===== src/design/dicfg_cfg.svh =====
// Constants for the two-channel digital input configuration block
`ifndef DICFG_CFG_SVH
`define DICFG_CFG_SVH
`define DICFG_ADDR_W          4
`define DICFG_DATA_W          16
`define DICFG_OFS_IN9_POL     4'h0
`define DICFG_OFS_IN9_FUNC    4'h1
`define DICFG_OFS_IN10_POL    4'h2
`define DICFG_OFS_IN10_FUNC   4'h3
`define DICFG_OFS_STATUS      4'h4
`define DICFG_POL_BIT         0
`define DICFG_FUNC_BIT        0
`define DICFG_EDGE_BIT        4
`define DICFG_RESET_VAL       16'h0000
`define DICFG_UNMAPPED_VAL    16'h0000
`endif


===== src/design/dicfg_pkg.sv =====
// Types for the two-channel digital input configuration block
package dicfg_pkg;
  typedef struct packed {
    logic [3:0]  addr;
    logic [15:0] wdata;
    logic        wr;
    logic        rd;
  } dicfg_req_t;
  typedef enum logic [0:0] {
    DICFG_MODE_PLAIN = 1'b0,
    DICFG_MODE_LATCH = 1'b1
  } dicfg_mode_t;
  typedef enum logic [0:0] {
    DICFG_EDGE_RISE = 1'b0,
    DICFG_EDGE_FALL = 1'b1
  } dicfg_edge_t;
  typedef struct packed {
    logic [1:0] level;
    logic [1:0] latch;
  } dicfg_out_t;
endpackage


===== src/design/dicfg_top.sv =====
// Configuration and latch logic for digital inputs nine and ten
//
// Our own choices: the strobed register port and the address map.
`timescale 1ns/10ps
`include "dicfg_cfg.svh"
module dicfg_top (
  // Clock and reset
  input  wire logic                 clk,
  input  wire logic                 sys_rst,
  // Register port
  input  wire dicfg_pkg::dicfg_req_t bus_req,
  output logic [15:0]               rdata,
  // Field inputs
  input  wire logic                 digital_input_nine,
  input  wire logic                 digital_input_ten,
  // Conditioned results
  output dicfg_pkg::dicfg_out_t     din_out
);
  import dicfg_pkg::*;

  // Stored setting words
  logic [15:0] input9_setting_one_reg;
  logic [15:0] input9_setting_two_reg;
  logic [15:0] input10_setting_one_reg;
  logic [15:0] input10_setting_two_reg;
  logic [15:0] rdata_next;
  logic [15:0] status_word;

  // Decoded write strobes
  logic        wr_in9_pol;
  logic        wr_in9_func;
  logic        wr_in10_pol;
  logic        wr_in10_func;

  // Decoded setting fields
  logic [1:0]  pol;
  logic [1:0]  mode;
  logic [1:0]  edge_sel;
  logic [1:0]  latch_en;

  // Typed per-channel fields
  dicfg_mode_t mode9;
  dicfg_mode_t mode10;
  dicfg_edge_t edge9;
  dicfg_edge_t edge10;

  // Input conditioning
  logic [1:0]  sync1_reg;
  logic [1:0]  sync2_reg;
  logic [1:0]  adj;
  logic [1:0]  prev_reg;
  logic [1:0]  level_reg;
  logic [1:0]  level_next;
  logic [1:0]  latch_reg;
  logic [1:0]  latch_next;

  // Address match; shared by write strobes
  function automatic logic addr_hit(input logic [3:0] addr, input logic [3:0] ofs);
    addr_hit = (addr == ofs);
  endfunction

  // One bit of a setting word, picked by field position
  function automatic logic digit_bit(input logic [15:0] word, input int pos);
    digit_bit = word[pos];
  endfunction

  // Polarity applied per channel
  function automatic logic apply_pol(input logic in_bit, input logic inv);
    apply_pol = in_bit ^ inv;
  endfunction

  // One-cycle edge test against the previous adjusted level
  function automatic logic edge_hit(input logic cur, input logic last, input dicfg_edge_t sel);
    if (sel == DICFG_EDGE_RISE) begin
      edge_hit = cur & ~last;
    end else begin
      edge_hit = ~cur & last;
    end
  endfunction

  // Plain level only while the channel is a digital input
  function automatic logic plain_level(input logic cur, input dicfg_mode_t md);
    plain_level = (md == DICFG_MODE_PLAIN) ? cur : 1'b0;
  endfunction

  // Register read mux; unmapped offsets read as a fixed value
  function automatic logic [15:0] read_word(
    input logic [3:0]  addr,
    input logic [15:0] w9a,
    input logic [15:0] w9b,
    input logic [15:0] w10a,
    input logic [15:0] w10b,
    input logic [15:0] status
  );
    case (addr)
      `DICFG_OFS_IN9_POL:   read_word = w9a;
      `DICFG_OFS_IN9_FUNC:  read_word = w9b;
      `DICFG_OFS_IN10_POL:  read_word = w10a;
      `DICFG_OFS_IN10_FUNC: read_word = w10b;
      `DICFG_OFS_STATUS:    read_word = status;
      default:              read_word = `DICFG_UNMAPPED_VAL;
    endcase
  endfunction

  // Write strobes; status offset is read-only
  assign wr_in9_pol   = bus_req.wr & addr_hit(bus_req.addr, `DICFG_OFS_IN9_POL);
  assign wr_in9_func  = bus_req.wr & addr_hit(bus_req.addr, `DICFG_OFS_IN9_FUNC);
  assign wr_in10_pol  = bus_req.wr & addr_hit(bus_req.addr, `DICFG_OFS_IN10_POL);
  assign wr_in10_func = bus_req.wr & addr_hit(bus_req.addr, `DICFG_OFS_IN10_FUNC);

  // Whole words stored; reserved digits are software's to keep at zero
  always_ff @(posedge clk) begin
    if (sys_rst) begin
      input9_setting_one_reg <= `DICFG_RESET_VAL;
    end else if (wr_in9_pol) begin
      input9_setting_one_reg <= bus_req.wdata;
    end
  end

  // Channel nine function word
  always_ff @(posedge clk) begin
    if (sys_rst) begin
      input9_setting_two_reg <= `DICFG_RESET_VAL;
    end else if (wr_in9_func) begin
      input9_setting_two_reg <= bus_req.wdata;
    end
  end

  // Channel ten polarity word
  always_ff @(posedge clk) begin
    if (sys_rst) begin
      input10_setting_one_reg <= `DICFG_RESET_VAL;
    end else if (wr_in10_pol) begin
      input10_setting_one_reg <= bus_req.wdata;
    end
  end

  // Channel ten function word
  always_ff @(posedge clk) begin
    if (sys_rst) begin
      input10_setting_two_reg <= `DICFG_RESET_VAL;
    end else if (wr_in10_func) begin
      input10_setting_two_reg <= bus_req.wdata;
    end
  end

  // Status view of both channels
  assign status_word = {12'h000, latch_reg, level_reg};

  // Read data valid only in the cycle after the strobe, zero otherwise
  always_comb begin
    rdata_next = 16'h0000;
    if (bus_req.rd) begin
      rdata_next = read_word(bus_req.addr, input9_setting_one_reg, input9_setting_two_reg,
                             input10_setting_one_reg, input10_setting_two_reg, status_word);
    end
  end

  always_ff @(posedge clk) begin
    if (sys_rst) begin
      rdata <= 16'h0000;
    end else begin
      rdata <= rdata_next;
    end
  end

  // Field decode
  assign pol[0]      = digit_bit(input9_setting_one_reg, `DICFG_POL_BIT);
  assign pol[1]      = digit_bit(input10_setting_one_reg, `DICFG_POL_BIT);
  assign mode[0]     = digit_bit(input9_setting_two_reg, `DICFG_FUNC_BIT);
  assign mode[1]     = digit_bit(input10_setting_two_reg, `DICFG_FUNC_BIT);
  assign edge_sel[0] = digit_bit(input9_setting_two_reg, `DICFG_EDGE_BIT);
  assign edge_sel[1] = digit_bit(input10_setting_two_reg, `DICFG_EDGE_BIT);

  // Typed views of the function digits
  assign mode9  = dicfg_mode_t'(mode[0]);
  assign mode10 = dicfg_mode_t'(mode[1]);
  assign edge9  = dicfg_edge_t'(edge_sel[0]);
  assign edge10 = dicfg_edge_t'(edge_sel[1]);

  // Latch path enabled only in timing latch mode
  assign latch_en[0] = (mode9 == DICFG_MODE_LATCH);
  assign latch_en[1] = (mode10 == DICFG_MODE_LATCH);

  // Two-stage synchroniser, channel nine; first stage feeds only the second
  always_ff @(posedge clk) begin
    if (sys_rst) begin
      sync1_reg[0] <= 1'b0;
      sync2_reg[0] <= 1'b0;
    end else begin
      sync1_reg[0] <= digital_input_nine;
      sync2_reg[0] <= sync1_reg[0];
    end
  end

  // Two-stage synchroniser, channel ten
  always_ff @(posedge clk) begin
    if (sys_rst) begin
      sync1_reg[1] <= 1'b0;
      sync2_reg[1] <= 1'b0;
    end else begin
      sync1_reg[1] <= digital_input_ten;
      sync2_reg[1] <= sync1_reg[1];
    end
  end

  // Inversion happens ahead of both level and edge paths
  always_comb begin
    adj[0] = apply_pol(sync2_reg[0], pol[0]);
  end

  always_comb begin
    adj[1] = apply_pol(sync2_reg[1], pol[1]);
  end

  // Edge detect, channel nine; a polarity change can itself look like an edge
  always_comb begin
    latch_next[0] = 1'b0;
    if (latch_en[0]) begin
      latch_next[0] = edge_hit(adj[0], prev_reg[0], edge9);
    end
  end

  // Edge detect, channel ten
  always_comb begin
    latch_next[1] = 1'b0;
    if (latch_en[1]) begin
      latch_next[1] = edge_hit(adj[1], prev_reg[1], edge10);
    end
  end

  // Plain level shown only in digital input mode
  always_comb begin
    level_next[0] = plain_level(adj[0], mode9);
  end

  always_comb begin
    level_next[1] = plain_level(adj[1], mode10);
  end

  // Previous adjusted level, channel nine
  always_ff @(posedge clk) begin
    if (sys_rst) begin
      prev_reg[0] <= 1'b0;
    end else begin
      prev_reg[0] <= adj[0];
    end
  end

  // Previous adjusted level, channel ten
  always_ff @(posedge clk) begin
    if (sys_rst) begin
      prev_reg[1] <= 1'b0;
    end else begin
      prev_reg[1] <= adj[1];
    end
  end

  // Latch strobe, channel nine
  always_ff @(posedge clk) begin
    if (sys_rst) begin
      latch_reg[0] <= 1'b0;
    end else begin
      latch_reg[0] <= latch_next[0];
    end
  end

  // Latch strobe, channel ten
  always_ff @(posedge clk) begin
    if (sys_rst) begin
      latch_reg[1] <= 1'b0;
    end else begin
      latch_reg[1] <= latch_next[1];
    end
  end

  // Level, channel nine
  always_ff @(posedge clk) begin
    if (sys_rst) begin
      level_reg[0] <= 1'b0;
    end else begin
      level_reg[0] <= level_next[0];
    end
  end

  // Level, channel ten
  always_ff @(posedge clk) begin
    if (sys_rst) begin
      level_reg[1] <= 1'b0;
    end else begin
      level_reg[1] <= level_next[1];
    end
  end

  // Outputs straight from flip-flops
  assign din_out.level = level_reg;
  assign din_out.latch = latch_reg;
endmodule // dicfg_top


===== config.mk =====
export PLATFORM = sky130hd
export DESIGN_NAME = dicfg_top
export DESIGN_NICKNAME = d
export VERILOG_FILES = /design/src/design/dicfg_pkg.sv /design/src/design/dicfg_top.sv
export VERILOG_INCLUDE_DIRS = /design/src /design/src/design
export SDC_FILE = /design/constraint.sdc
export NUM_CORES = 1
export LEC_CHECK = 0
export ABC_AREA = 1
export BUFFER_PORTS_ARGS = -buffer_cell sky130_fd_sc_hd__buf_2
export CAP_MARGIN = 30
export CORE_MARGIN = 4
export CORE_UTILIZATION = 40
export CTS_CLUSTER_DIAMETER = 100
export DETAILED_ROUTE_END_ITERATION = 8
export PLACE_DENSITY = 0.6
export SLEW_MARGIN = 20
export SYNTH_ARGS = -nofsm -noshare
export SYNTH_HDL_FRONTEND = slang
export SYNTH_SLANG_ARGS = --single-unit
export TNS_END_PERCENT = 1

===== constraint.sdc =====
create_clock -name clk -period 1.62 [get_ports clk]
set_input_delay 0.162 -clock clk [delete_from_list [all_inputs] [get_ports clk]]
set_output_delay 0.162 -clock clk [all_outputs]
set_load 0.01 [all_outputs]

# After elaboration in Yosys (flattened, before gate mapping)
# Cells that the tools add are included.
# op_classes
eq_ne,4
n_mux,3
bitwise,17
n_reduce_logical,6
# op_table
op,count
16-bit case mux with 5 select lines,1
2-bit OR reduction,5
1-bit bitwise AND,8
"4-bit by 2-bit == test with 1-bit output, second input constant",2
1-bit inverter,7
"4-bit by 1-bit == test with 1-bit output, second input constant",1
"4-bit by 3-bit == test with 1-bit output, second input constant",1
4-bit zero test,1
1-bit 2-to-1 mux,2
1-bit bitwise XOR,2
# totals
wordCells,45
regBits,90
input_bits,26
output_inout_bits,20

# Depth between registers and ports, before layout
# logic_depth
ltp_word,4
ltp_mapped,7
depth_no_buf,6

# Worst setup path after synthesis
# Ideal clock, no wire load.
# synth_path
kind,input -> register
startpoint,input sys_rst
endpoint,register input10_setting_two_reg[12]
setup_slack_ns,0.577
t_required_ns,1.550
stages,6
arrival_ns,0.973
n_path_buf,3
cell_sequence,buf_2 inv_1 buf_4 clkbuf_1 o21ai_0 a21oi_1
# synth_rtl
item,line,text
"start, declared",dicfg_top.sv:9,"input wire logic sys_rst,"
"end signal, assigned",dicfg_top.sv:141,input10_setting_two_reg <= `DICFG_RESET_VAL;
"end signal, assigned",dicfg_top.sv:143,input10_setting_two_reg <= bus_req.wdata;
"end, declared",dicfg_top.sv:25,logic [15:0] input10_setting_two_reg;

# Worst setup path in the final report
# layout_path
startpoint,input bus_req[19] (netlist name)
endpoint,register rdata[8]
# layout_via
elab_chain_cells,2
# layout_rtl
item,line,text
"start, declared",dicfg_top.sv:11,"input wire dicfg_pkg::dicfg_req_t bus_req,"
4-bit by 3-bit == test with 1-bit output (tied with other cells),dicfg_top.sv:95,case (addr)
16-bit case mux with 5 select lines *,dicfg_top.sv:95,
"end signal, assigned",dicfg_top.sv:163,rdata <= rdata_next;
"end, declared",dicfg_top.sv:12,"output logic [15:0] rdata,"
# Mark *: on every way between the ends. The rest lies on a longest branch, timed or not.
# A chain may end at the register's enable or synchronous reset.

==> flow_metrics.env <==
export IMPL_outcome="completed"
export IMPL_synth_edff_count=0
export IMPL_dpl_hpwl_mm=5.495
export IMPL_finClkSkew_ns=0.01139
export IMPL_ioPinCount=46
export IMPL_clk_pin_slew_ns=0.09
export IMPL_grt_pass1_vias=2894
export IMPL_fin_crit_ns=1.133
export IMPL_slew_viol_final=0
export IMPL_path_class="input port to register"
export IMPL_ys_types=21
export IMPL_dr_pass1_iters=4
export IMPL_fin_hold_ws_ns=0.08149
export IMPL_min_period_over_period=0.6991
export IMPL_rows=34
export IMPL_post_cts_buffers=0
export IMPL_clk_latency_ns=0.35
export IMPL_switchingPower_uw=984.0
export IMPL_grt_usage=0.1692
export IMPL_wl_met2_mm=3.756
export IMPL_synth_area_per_cell_sq_um=7.942
export IMPL_hold_violations=0
export IMPL_synth_top_area_cell="dfxtp_1"
export IMPL_overflow=0
export IMPL_critical_path_required_ns=1.91
export IMPL_routed_wl_mm=8.274
export IMPL_synth_top_area_frac=0.4954
export IMPL_synthArstFlopShare=0
export IMPL_crit_path_max_incr_delay_ns=0.40
export IMPL_cp_start_kind="input port"
export IMPL_cts_buffers=9
export IMPL_antennaDiodeCount=0
export IMPL_layout_drive_gt1_share=0.1647
export IMPL_pwr_share_comb=0.070
export IMPL_cts_resized=0
export IMPL_gp_congestion=0.7691
export IMPL_detail_route_antenna_nets=0
export IMPL_crit_arrival_ns=1.43
export IMPL_cellInternalPower_mw=3.106
export IMPL_place_port_buffers=45
export IMPL_ys_seq_elements=90
export IMPL_ys_flop_type="dfxtp_1"
export IMPL_synth_area_leaders="dfxtp_1 (50%), a21oi_1 (9.1%), inv_1 (7.2%)"
export IMPL_crit_chain="buf_2 > nor2_4 > nand2_1 > o21ai_0 > nor2_1 > nor2_1"
export IMPL_tns_ns=0
export IMPL_cp_max_fo=12
export IMPL_die_h_um=103.4
export IMPL_vias=2987
export IMPL_cts_num_sinks=90
export IMPL_cp_buffers_inverters=1
export IMPL_vdd_ir_drop_max_mv=0.4647
export IMPL_root_buffer="clkbuf_8"
export IMPL_drc_errors=0
export IMPL_place_ws_ns=0.1165
export IMPL_syn_num_nets=484
export IMPL_syn_area_sq_mm=0.003637
export IMPL_synth_yosys_seq_area_share=0.4954
export IMPL_critical_path_slowest_cell="nand2_1"
export IMPL_hold_path_class="input port to register"
export IMPL_core_area_sq_mm=0.008763
export IMPL_start_util=0.4150
export IMPL_clkPwrFrac=0.374
export IMPL_ys_warnings_count=0
export IMPL_setup_viol=0
export IMPL_rsz0062_at_grt="no"
export IMPL_met1_length_mm=3.983
export IMPL_wl_met3_um=416
export IMPL_vias_per_cell=4.881
export IMPL_highest_layer="met4"
export IMPL_die_w_um=103.4
export IMPL_critPathCaptureType="register"
export IMPL_seqPwrFrac=0.556
export IMPL_power_density_mw_per_mm2=1000
export IMPL_yosysMostFrequentCell="dfxtp_1"
export IMPL_crit_family="simple AND/OR/NAND/NOR gates"
export IMPL_synthCells=458
export IMPL_fmax_mhz=882.9
export IMPL_crit_top_cell="nor2_1"
export IMPL_wl_per_cell_um=13.52
export IMPL_antenna_found_initial=0
export IMPL_yosys_top_cells_count="dfxtp_1 (90), inv_1 (70), a21oi_1 (66), o21ai_0 (49), nand3_1 (47)"
export IMPL_cts_tree="done"
export IMPL_cap_violations=0
export IMPL_grt_max_degree=41
export IMPL_dieArea_sq_mm=0.01068
export IMPL_clk_path_buf_depth=2
export IMPL_total_power_mw=4.090
export IMPL_drt_initial_drc_count=106
export IMPL_h_tree_depth=3
export IMPL_slew_headroom=0.6408
export IMPL_grt_pass1_wl_mm=13.95
export IMPL_fin_nets=525
export IMPL_tightest_slew_ns=0.5375
export IMPL_swShare=0.2406
export IMPL_leakage_nw=1.511
export IMPL_areaGrowthSynthToFinish_pct=12.45
export IMPL_finalWorstSetupSlack_ns=0.4874
[worst register-to-register path: stages (launching register included)]
cell	delay, ns
dfxtp_1	0.34
xnor2_1	0.31
nand3_1	0.11
a21oi_1	0.17
[cell type report]
class / instances / area (sq um)
Sequential cell: 90 / 1802
Clock buffer: 12 / 145.1
Inverter: 73 / 274.0
Clock inverter: 4 / 51.30
Fill cell: 874 / 4673
Timing Repair Buffer: 59 / 335.3
Multi-Input combinational cell: 266 / 1348
Tap cell: 108 / 135.1
[per-stage QoR]
stage          instance area (sq um)  cells  utilization
2_1_floorplan                   3637    458            -
3_3_place_gp                    3874    594       0.4420
3_5_place_dp                    3874    594       0.4420
4_1_cts                         4090    612       0.4667
5_1_grt                         4090    612       0.4667
6_report                        4090    612       0.4667
[metal layers]
metal,vias to the layer above,global-route usage
met5,-,0
met4,0,0.05777
met3,12,0.05030
met2,62,0.2701
met1,1334,0.2184
li1,1579,-
[power by group through the flow]
stage	Sequential (mW)	Combinational, mW	Clock (mW)
2_1_floorplan	2.32	0.185	0
3_3_place_gp	2.33	0.281	0
3_5_place_dp	2.33	0.285	0
4_1_cts	2.27	0.289	1.57
5_1_grt	2.28	0.328	1.68
6_report	2.27	0.288	1.53
[cell families (layout without fill, tap and decap cells)]
kind of cell | count (synthesis) | in the layout | share of synthesized area
compound gates | 157 | 157 | 0.2160
flops | 90 | 90 | 0.4954
buf+inv | 102 | 148 | 0.1342
xor+xnor | 2 | 2 | 0.004817
simple gates | 107 | 107 | 0.1496
[timing repair]
item	4_1_cts	5_1_grt
setup endpoints to repair	0	0
hold buffers	2	0
endpoints found under the hold margin	2	0
[cells in the final DEF, fill, tap and decap left out]
cell type,netlist,layout
buf_2,5,45
clkinv_2,0,1
nor2_8,1,1
nand3_1,47,47
o21ai_0,49,49
clkinv_4,0,1
dfxtp_1,90,90
buf_4,2,12
nand3_4,2,2
nor2_1,41,41
dlygate4sd3_1,0,2
clkbuf_1,9,2
inv_1,70,70
clkbuf_8,0,10
nor2_4,3,3
nand2_2,1,1
xnor2_1,2,2
clkinvlp_4,0,1
inv_2,3,3
bufinv_16,0,1
o21ai_1,42,42
nand2_1,8,8
nand3_2,2,2
a21oi_1,66,66
nor3_1,2,2
[worst paths after layout]
path / start / endpoint / slack [ns] / depth (start not counted)
worst min register to register: sync1_reg[0] / sync2_reg[0] / 0.41 / 2
worst min-delay path: sys_rst / sync1_reg[1] / 0.08 / 2
worst max register to register: input9_setting_one_reg[0] / din_out[0] / 0.61 / 3
worst max-delay path: bus_req[19] / rdata[8] / 0.49 / 6
Power figures use the tool's default switching activity.
